File: src/hw/ces_pkg.sv
// Purpose: Shared constants and carriers for the exception sequencer
// Assumes: 32-bit address and data, word-wide memory port
// Notes: Vector numbers and fixed table offsets live here
package ces_pkg;
  localparam int AW = 32;
  localparam logic [31:0] POR_PC_ADDR = 32'h00000000;
  localparam logic [31:0] POR_SP_ADDR = 32'h00000004;
  localparam logic [31:0] MAN_PC_ADDR = 32'h00000008;
  localparam logic [31:0] MAN_SP_ADDR = 32'h0000000C;
  localparam logic [7:0] VEC_ILLEGAL = 8'h04;
  localparam logic [7:0] VEC_SLOT = 8'h06;
  localparam logic [7:0] VEC_ADDR_ERR = 8'h09;
  localparam logic [7:0] VEC_TRAP_LO = 8'h20;
  localparam logic [7:0] VEC_TRAP_HI = 8'h3F;
  localparam logic [3:0] MASK_ALL = 4'hF;
  localparam int MASK_LSB = 4;
  localparam logic [31:0] STACK_STEP = 32'h00000004;
  localparam int VEC_SHIFT = 2;

  // Memory request towards the bus
  typedef struct packed {
    logic valid;
    logic write;
    logic [31:0] addr;
    logic [31:0] wdata;
  } ces_mem_req_t;

  // Result handed back to the pipeline
  typedef struct packed {
    logic load_pc;
    logic [31:0] pc;
    logic load_sp;
    logic [31:0] sp;
    logic load_sr;
    logic [31:0] sr;
    logic load_vbr;
    logic [31:0] vector_base_reg;
  } ces_ctx_t;

  typedef enum logic [3:0] {
    ST_IDLE = 4'h0,
    ST_WAIT = 4'h1,
    ST_RD_PC = 4'h2,
    ST_RD_SP = 4'h3,
    ST_INIT = 4'h4,
    ST_PUSH_SR = 4'h5,
    ST_PUSH_PC = 4'h6,
    ST_RD_VEC = 4'h7,
    ST_DONE = 4'h8
  } ces_state_t;

  typedef enum logic [2:0] {
    SRC_NONE = 3'h0,
    SRC_POR = 3'h1,
    SRC_MAN = 3'h2,
    SRC_AERR = 3'h3,
    SRC_INT = 3'h4,
    SRC_TRAP = 3'h5,
    SRC_ILL = 3'h6,
    SRC_SLOT = 3'h7
  } ces_src_t;
endpackage

File: src/hw/ces_sequencer.sv
// Purpose: Detect, rank and sequence CPU exceptions, then redirect the pipeline
// Assumes: Memory port answers each request with one i_mem_ack pulse
// Notes: Reset and interrupt pins arrive asynchronously and are triple-synchronised

// How it works
// - Exceptions pending together are serviced one at a time by fixed rank.
// - Reset pin rising with interrupt pin high starts a power-on reset.
// - Reset pin rising with interrupt pin low starts a manual reset.
// - Address errors and interrupts wait until the running instruction completes.
// - A trap starts when the trap instruction executes.
// - Undefined opcode outside a delay slot raises general illegal.
// - Undefined or PC-writing opcode in a delay slot raises illegal slot.
// - Power-on reset reads PC from 0 and SP from 4.
// - Manual reset reads PC from 8 and SP from C.
// - Reset then clears vector base and sets all four mask bits.
// - After reset, fetch resumes at the loaded PC.
// - Other exceptions push status word then PC through the stack register.
// - Accepted interrupt writes its level into the mask bits.
// - Address error and instruction exceptions keep the mask bits.
// - After stacking, the handler address is read and execution continues there.
// - Illegal uses vector 4, slot illegal 6, address error 9.
// - Trap vectors 32 to 63 come from the trap immediate.
// - Reset table address is vector number times four.
// - Other table addresses are vector base plus vector number times four.
// - Address error stacks the next instruction address; handler branch is not delayed.
module ces_sequencer
  import ces_pkg::*;
(
  input wire logic i_clk,
  input wire logic i_rst,
  input wire logic i_reset_pin_n,
  input wire logic i_nmi_pin,
  input wire logic i_decode_valid,
  input wire logic i_in_delay_slot,
  input wire logic i_undefined_op,
  input wire logic i_pc_write_op,
  input wire logic i_trap_exec,
  input wire logic [7:0] i_trap_imm,
  input wire logic i_addr_err,
  input wire logic i_int_req,
  input wire logic [3:0] i_int_level,
  input wire logic [7:0] i_int_vector,
  input wire logic i_exec_done,
  input wire logic [31:0] i_next_pc,
  input wire logic [31:0] i_status_word,
  input wire logic [31:0] i_stack_pointer_gpr,
  input wire logic [31:0] i_vector_base_reg,
  input wire logic i_mem_ack,
  input wire logic [31:0] i_mem_rdata,
  output ces_mem_req_t o_mem,
  output ces_ctx_t o_ctx,
  output logic o_busy,
  output logic o_int_ack
);

  ces_state_t state, next_state;
  ces_src_t src, next_src;
  logic [2:0] rst_sync, nmi_sync;
  logic por_pend, next_por_pend, man_pend, next_man_pend;
  logic aerr_pend, next_aerr_pend, int_pend, next_int_pend;
  logic [3:0] int_lvl, next_int_lvl;
  logic [7:0] int_vec, next_int_vec, vec, next_vec;
  logic [31:0] sp, next_sp, pc_save, next_pc_save;
  ces_mem_req_t next_mem;
  ces_ctx_t next_ctx;
  logic next_busy, next_int_ack;
  logic rst_rise, nmi_level, sync_exc;
  logic rst_low_seen, next_rst_low_seen;

  // Table address for a vector, with or without the base
  function automatic logic [31:0] vec_addr(input logic [7:0] v, input logic [31:0] base,
                                            input logic use_base);
    logic [31:0] off;
    off = {22'h000000, v, 2'h0};
    vec_addr = use_base ? base + off : off;
  endfunction

  // Pin synchronisers, three stages each
  always_ff @(posedge i_clk) begin
    if (i_rst) begin
      rst_sync <= 3'h7;
      nmi_sync <= 3'h7;
      nmi_level <= 1'b1;
    end else begin
      rst_sync <= {rst_sync[1:0], i_reset_pin_n};
      nmi_sync <= {nmi_sync[1:0], i_nmi_pin};
      // Interrupt pin level only moves once stages two and three agree
      if (nmi_sync[1] == nmi_sync[2]) nmi_level <= nmi_sync[2];
    end
  end

  // Low-to-high once stages two and three agree on high after low
  assign rst_rise = rst_sync[1] && rst_sync[2] && !por_pend && !man_pend && rst_low_seen;
  // Synchronous exceptions from decode and execute
  assign sync_exc = i_trap_exec || (i_decode_valid && (i_undefined_op ||
                    (i_in_delay_slot && i_pc_write_op)));

  // Sequencer next-state logic
  always_comb begin
    next_state = state;
    next_src = src;
    next_por_pend = por_pend;
    next_man_pend = man_pend;
    next_aerr_pend = aerr_pend || i_addr_err;
    next_int_pend = int_pend;
    next_int_lvl = int_lvl;
    next_int_vec = int_vec;
    next_vec = vec;
    next_sp = sp;
    next_pc_save = pc_save;
    next_rst_low_seen = rst_low_seen;
    next_mem = '0;
    next_ctx = '0;
    next_busy = (state != ST_IDLE);
    next_int_ack = 1'b0;
    if (!rst_sync[1] && !rst_sync[2]) begin
      next_rst_low_seen = 1'b1;
    end
    if (rst_rise) begin
      next_rst_low_seen = 1'b0;
      next_por_pend = nmi_level;
      next_man_pend = !nmi_level;
    end
    if (i_int_req && i_decode_valid && !int_pend) begin
      next_int_pend = 1'b1;
      next_int_lvl = i_int_level;
      next_int_vec = i_int_vector;
    end
    case (state)
      ST_IDLE: begin
        // Fixed-rank arbitration; one source accepted at a time
        if (por_pend || man_pend) begin
          next_src = por_pend ? SRC_POR : SRC_MAN;
          next_state = ST_RD_PC;
          next_mem.valid = 1'b1;
          next_mem.addr = por_pend ? POR_PC_ADDR : MAN_PC_ADDR;
        end else if ((aerr_pend || i_addr_err) && i_exec_done) begin
          next_src = SRC_AERR;
          next_vec = VEC_ADDR_ERR;
          next_state = ST_WAIT;
        end else if (int_pend && i_exec_done) begin
          next_src = SRC_INT;
          next_vec = int_vec;
          next_int_ack = 1'b1;
          next_state = ST_WAIT;
        end else if (sync_exc) begin
          if (i_trap_exec) begin
            next_src = SRC_TRAP;
            next_vec = VEC_TRAP_LO | {2'h0, i_trap_imm[5:0]};
          end else if (i_in_delay_slot) begin
            next_src = SRC_SLOT;
            next_vec = VEC_SLOT;
          end else begin
            next_src = SRC_ILL;
            next_vec = VEC_ILLEGAL;
          end
          next_state = ST_WAIT;
        end
      end
      ST_WAIT: begin
        // Capture stack and return PC, then push status word
        next_sp = i_stack_pointer_gpr - STACK_STEP;
        next_pc_save = i_next_pc;
        next_mem.valid = 1'b1;
        next_mem.write = 1'b1;
        next_mem.addr = i_stack_pointer_gpr - STACK_STEP;
        next_mem.wdata = i_status_word;
        next_state = ST_PUSH_SR;
      end
      ST_PUSH_SR: begin
        next_mem = o_mem;
        if (i_mem_ack) begin
          next_mem.addr = sp - STACK_STEP;
          next_mem.wdata = pc_save;
          next_sp = sp - STACK_STEP;
          next_state = ST_PUSH_PC;
        end
      end
      ST_PUSH_PC: begin
        next_mem = o_mem;
        if (i_mem_ack) begin
          next_mem = '0;
          next_mem.valid = 1'b1;
          next_mem.addr = vec_addr(vec, i_vector_base_reg, 1'b1);
          next_state = ST_RD_VEC;
        end
      end
      ST_RD_VEC: begin
        next_mem = o_mem;
        if (i_mem_ack) begin
          next_mem = '0;
          next_ctx.load_pc = 1'b1;
          next_ctx.pc = i_mem_rdata;
          next_ctx.load_sp = 1'b1;
          next_ctx.sp = sp;
          next_ctx.load_sr = 1'b1;
          next_ctx.sr = i_status_word;
          if (src == SRC_INT) begin
            next_ctx.sr[MASK_LSB +: 4] = int_lvl;
            next_int_pend = 1'b0;
          end
          // Mask bits pass through untouched otherwise
          if (src == SRC_AERR) next_aerr_pend = i_addr_err;
          next_state = ST_DONE;
        end
      end
      ST_RD_PC: begin
        next_mem = o_mem;
        if (i_mem_ack) begin
          next_pc_save = i_mem_rdata;
          next_mem.addr = (src == SRC_POR) ? POR_SP_ADDR : MAN_SP_ADDR;
          next_state = ST_RD_SP;
        end
      end
      ST_RD_SP: begin
        next_mem = o_mem;
        if (i_mem_ack) begin
          next_mem = '0;
          next_sp = i_mem_rdata;
          next_state = ST_INIT;
        end
      end
      ST_INIT: begin
        // Reset context: base cleared, all mask bits set, start at loaded PC
        next_ctx.load_vbr = 1'b1;
        next_ctx.vector_base_reg = '0;
        next_ctx.load_sr = 1'b1;
        next_ctx.sr = i_status_word;
        next_ctx.sr[MASK_LSB +: 4] = MASK_ALL;
        next_ctx.load_pc = 1'b1;
        next_ctx.pc = pc_save;
        next_ctx.load_sp = 1'b1;
        next_ctx.sp = sp;
        next_por_pend = 1'b0;
        next_man_pend = 1'b0;
        next_aerr_pend = i_addr_err; // Set wins over the clear
        next_int_pend = 1'b0;
        next_state = ST_DONE;
      end
      ST_DONE: begin
        next_src = SRC_NONE;
        next_state = ST_IDLE;
      end
      default: next_state = ST_IDLE;
    endcase
  end

  // Sequencer registers
  always_ff @(posedge i_clk) begin
    if (i_rst) begin
      state <= ST_IDLE;
      src <= SRC_NONE;
      por_pend <= 1'b0;
      man_pend <= 1'b0;
      aerr_pend <= 1'b0;
      int_pend <= 1'b0;
      int_lvl <= 4'h0;
      int_vec <= 8'h00;
      vec <= 8'h00;
      sp <= 32'h00000000;
      pc_save <= 32'h00000000;
      rst_low_seen <= 1'b0;
      o_mem <= '0;
      o_ctx <= '0;
      o_busy <= 1'b0;
      o_int_ack <= 1'b0;
    end else begin
      state <= next_state;
      src <= next_src;
      por_pend <= next_por_pend;
      man_pend <= next_man_pend;
      aerr_pend <= next_aerr_pend;
      int_pend <= next_int_pend;
      int_lvl <= next_int_lvl;
      int_vec <= next_int_vec;
      vec <= next_vec;
      sp <= next_sp;
      pc_save <= next_pc_save;
      rst_low_seen <= next_rst_low_seen;
      o_mem <= next_mem;
      o_ctx <= next_ctx;
      o_busy <= next_busy;
      o_int_ack <= next_int_ack;
    end
  end

  // Checks
  chk_reset_first: assert property (@(posedge i_clk) disable iff (i_rst)
    (state == ST_IDLE && (por_pend || man_pend)) |=> state == ST_RD_PC)
    else $error("reset not taken first");
  chk_por_pc_addr: assert property (@(posedge i_clk) disable iff (i_rst)
    (state == ST_RD_PC && src == SRC_POR) |-> o_mem.addr == POR_PC_ADDR)
    else $error("power-on PC address wrong");
  chk_man_sp_addr: assert property (@(posedge i_clk) disable iff (i_rst)
    (state == ST_RD_SP && src == SRC_MAN) |-> o_mem.addr == MAN_SP_ADDR)
    else $error("manual SP address wrong");
  chk_init_mask: assert property (@(posedge i_clk) disable iff (i_rst)
    (state == ST_INIT) |=> o_ctx.load_vbr && o_ctx.vector_base_reg == 32'h0 && o_ctx.sr[MASK_LSB +: 4] == MASK_ALL)
    else $error("reset init wrong");
  chk_reset_pc: assert property (@(posedge i_clk) disable iff (i_rst)
    (state == ST_INIT) |=> o_ctx.load_pc && o_ctx.pc == $past(pc_save))
    else $error("reset PC not loaded");
  chk_push_order: assert property (@(posedge i_clk) disable iff (i_rst)
    (state == ST_WAIT) |=> o_mem.write && o_mem.wdata == $past(i_status_word))
    else $error("status word not pushed first");
  chk_vec_addr: assert property (@(posedge i_clk) disable iff (i_rst)
    (state == ST_RD_VEC) |-> o_mem.addr == i_vector_base_reg + {22'h0, vec, 2'h0})
    else $error("vector address wrong");
  chk_addr_err_vec: assert property (@(posedge i_clk) disable iff (i_rst)
    (state != ST_IDLE && src == SRC_AERR && state != ST_DONE) |-> vec == VEC_ADDR_ERR)
    else $error("address error vector wrong");
  chk_trap_range: assert property (@(posedge i_clk) disable iff (i_rst)
    (src == SRC_TRAP && state != ST_DONE) |-> vec >= VEC_TRAP_LO && vec <= VEC_TRAP_HI)
    else $error("trap vector out of range");
  cov_por: cover property (@(posedge i_clk) state == ST_INIT && src == SRC_POR);
  cov_man: cover property (@(posedge i_clk) state == ST_INIT && src == SRC_MAN);
  cov_int: cover property (@(posedge i_clk) state == ST_RD_VEC && src == SRC_INT);
  cov_trap: cover property (@(posedge i_clk) state == ST_RD_VEC && src == SRC_TRAP);
endmodule

File: config.mk
export PLATFORM = sky130hd
export DESIGN_NAME = ces_sequencer
export DESIGN_NICKNAME = d
export VERILOG_FILES = /design/src/hw/ces_pkg.sv /design/src/hw/ces_sequencer.sv
export SDC_FILE = /design/constraint.sdc
export NUM_CORES = 1
export LEC_CHECK = 0
export BUFFER_PORTS_ARGS = -buffer_cell sky130_fd_sc_hd__buf_2
export CAP_MARGIN = 20
export CORE_MARGIN = 10
export CORE_UTILIZATION = 40
export DETAILED_ROUTE_END_ITERATION = 7
export PLACE_DENSITY_LB_ADDON = 0.2
export SKIP_CTS_REPAIR_TIMING = 1
export SLEW_MARGIN = 20
export SYNTH_ARGS = -nofsm -noshare
export SYNTH_HDL_FRONTEND = slang
export SYNTH_SLANG_ARGS = --single-unit
export TNS_END_PERCENT = 5
File: constraint.sdc
create_clock -name i_clk -period 3.1 [get_ports i_clk]
set_input_delay 0.31 -clock i_clk [delete_from_list [all_inputs] [get_ports i_clk]]
set_output_delay 0.31 -clock i_clk [all_outputs]
set_load 0.02 [all_outputs]
==> impl_metrics.yaml <==
critical_path:
  worstPathArrival_ps: 3250
  rr_startpoint: "sp[14]"
  path_class: "reg2reg"
  rr_worst_depth: 7
  ff2ff_setup_slack_ps: 310
  rr_endpoint: "o_mem[63]"
  startpoint_type: "flop"
  cp_max_fo: 10
  cp-end-kind: "flop"
  required_ps: 3570
placement:
  post_dp_cell_area_mm2: 0.0150
  portBuffers: 357
  gp_congestion: 0.968
  dp_hpwl_um: 38100
  numPlacedInstances: 2212
detailed_routing:
  dr.first_iter.drc_count: 1004
  num_vias: 12900
  viasPerCell: 5.62
  final_antenna_net_count: 0
  wl_per_cell_um: 21.9
  drtPass1Iterations: 5
  drc: 0
  routed_wl_um: 50300
run_status:
  status: "finished with violations"
  violations: "negative hold slack"
synthesis:
  synth.ff_latch_count: 269
  yosysWarnings: 0
  synthFlopType: "dfxtp_1"
  ys_types: 70
  synth_edf_count: 0
  synth_seq_area_share_pct: 41.9
  avgSynthCellArea_um2: 8.45
  async_flop_share_pct: 0
  synth_area_mm2: 0.0128
  syn-instance-count: 1520
power_and_ir_drop:
  leakage_nw: 6.86
  ir_drop_mv: 0.496
  power_w: 0.0142
  p_per_area_mw_per_mm2: 871
floorplan:
  initial_core_util_pct: 40.6
  core_mm2: 0.0316
  die_w_um: 199
  die_h_um: 199
  ios: 393
  die-area_mm2: 0.0397
  std_cell_rows: 65
run:
  drv_cap: 0
finish:
  num-nets-final: 2073
  num-fill-cells: 3082
  area_growth_pct: 26.9
  mostFrequentLayoutCells: "buf_2 (356), dfxtp_1 (269), nor2_1 (211)"
  final_common_cell: "buf_2"
  stdcell_count: 2299
  drive_gt1_share_pct: 25.6
  final_cell_area_mm2: 0.0163
clock_tree:
  h-tree-depth: 1
  cts_tree: "built"
  worstSkewPairLatency_ps: 570
  clk_path_buf_depth: 3
  clkSlewWorstSetupHoldPaths_ps: 60
  clock-root-buffer: "clkbuf_16"
  cts_buffers: 31
  cts_sinks: 269
grt:
  grt_pass1_vias: 12300
  grt_max_degree: 83
  grt-ovfl-total: 0
  grt_usage_pct: 23.6
  antenna_found_initial: 11
  grt_pass1_wl_um: 73800
worst_hold_path:
  hold_path.class: "in2reg"
  hold_depth: 3
  worstHoldStart: "i_int_vector[4]"
  holdPathEnd: "int_vec[4]"
sta:
  fin_tns_setup_ps: 0
  rsz0062_at_grt: "false"
  hold_viol: 1
  finalClockSkew_ps: 21.3
  tightest_slew_ps: 961
  clock.fmax_mhz: 359
  max_slew_margin_pct: 35.9
  setup_viol: 0
  whs_ps: -2.30
  min_period_ps: 2790
  maxSlewViolCount: 0
  final.period_utilization_pct: 89.9
-- Yosys cell counts (all sizes together) (4+ instances only) --
| cell type | number | share of area (%) |
|---|---|---|
| dfxtp | 269 | 42 |
| inv | 18 | 0.53 |
| xor2 | 32 | 2.2 |
| mux2i | 40 | 3.1 |
| a211oi | 89 | 5.2 |
| or4 | 10 | 0.64 |
| or3 | 7 | 0.34 |
| buf | 45 | 2.5 |
| nor3b | 4 | 0.23 |
| a21o | 4 | 0.23 |
| nand2b | 9 | 0.44 |
| nor4 | 21 | 1.4 |
| o211ai | 9 | 0.53 |
| o21a | 8 | 0.47 |
| a2111oi | 8 | 0.55 |
| a221oi | 17 | 1.2 |
| and4 | 4 | 0.27 |
| a222oi | 4 | 0.31 |
| a31oi | 6 | 0.29 |
| nand3b | 5 | 0.29 |
| o21ai | 50 | 1.9 |
| and2 | 71 | 3.5 |
| a21oi | 79 | 3.1 |
| xnor2 | 34 | 2.3 |
| ha | 10 | 0.97 |
| and3 | 6 | 0.29 |
| o31a | 4 | 0.27 |
| nand2 | 104 | 3.0 |
| o31ai | 7 | 0.41 |
| o22ai | 8 | 0.39 |
| nor2 | 214 | 6.3 |
| nor3 | 43 | 1.7 |
| nand4 | 23 | 1.1 |
| o2111ai | 4 | 0.27 |
| or2 | 13 | 0.63 |
| a22oi | 76 | 4.4 |
| clkbuf | 99 | 2.9 |
| a311oi | 7 | 0.48 |
| nand3 | 20 | 0.78 |
| a221o | 8 | 0.62 |
-- flip-flops by register name, summed over array words and instances (netlist names) --
| signal | count |
|---|---|
| o_ctx | 98 |
| o_mem | 66 |
| pc_save | 32 |
| sp | 32 |
| int_vec | 8 |
| vec | 8 |
| int_lvl | 4 |
| state | 4 |
| nmi_sync | 3 |
| rst_sync | 3 |
| src | 3 |
| aerr_pend | 1 |
| int_pend | 1 |
| man_pend | 1 |
| nmi_level | 1 |
| o_busy | 1 |
| o_int_ack | 1 |
| por_pend | 1 |
| rst_low_seen | 1 |
-- worst max-delay path: stages (launching register included) --
cell and delay (ps):
dfxtp_1 430, nor3_1 390, nand3_1 410, nor4_1 650, buf_4 220, mux2i_1 250, a21oi_1 80, a311oi_1 260
-- how the worst max path moves through the flow --
stage                                 startpoint   endpoint  cells past startpoint
after floorplan           i_stack_pointer_gpr[2]     sp[22]                      9
after global placement    i_stack_pointer_gpr[9]  o_mem[57]                      7
after detailed placement  i_stack_pointer_gpr[2]  o_mem[54]                      9
after CTS                                 sp[14]  o_mem[63]                      7
after global routing                       sp[8]     sp[31]                      8
final                                     sp[14]  o_mem[63]                      7
-- power by group --
part           internal [W]  total, W  switching (W)
combinational       0.00198   0.00559        0.00361
clock               0.00223   0.00370        0.00146
sequential          0.00423   0.00492       0.000690
total               0.00845    0.0142        0.00576
-- area by class of cell --
type	instances	area, µm²	share of cell area [%]
diodes	7	17.5	0.107
well taps	402	503	3.08
clock inverters	12	148	0.905
clock buffers	42	887	5.44
flip-flops and latches	269	5390	33.0
inverters	18	67.6	0.414
multi-input cells	1120	6880	42.2
repair buffers	429	2420	14.8
-- cells by family (layout without fill, tap and decap cells) --
family | after synthesis | in the layout | share of synthesized area, %
other | 1 | 39 | 0.0292
AND/OR/NAND/NOR | 565 | 565 | 21.6
AO/OA/AOI/OAI | 406 | 406 | 21.9
buffers and inverters | 162 | 501 | 5.87
multiplexers | 40 | 40 | 3.12
XOR/XNOR | 66 | 66 | 4.50
adder cells (fa/ha/maj) | 11 | 11 | 1.13
flip-flops | 269 | 269 | 41.9
-- stage by stage --
stage	setup slack (ps)	hold slack, ps	util [%]
floorplan	404	389	-
global placement	241	394	47.4
detailed placement	158	395	47.4
CTS	371	-84.6	50.7
global route	126	0.739	51.5
finish	314	-2.30	51.6
-- routing by layer --
layer,routed length (µm),global-route usage [%]
met5,84,0
met1,21800,31.6
met2,22300,36.3
met4,1130,6.87
met3,5020,6.44
Power figures use the tool's default switching activity.
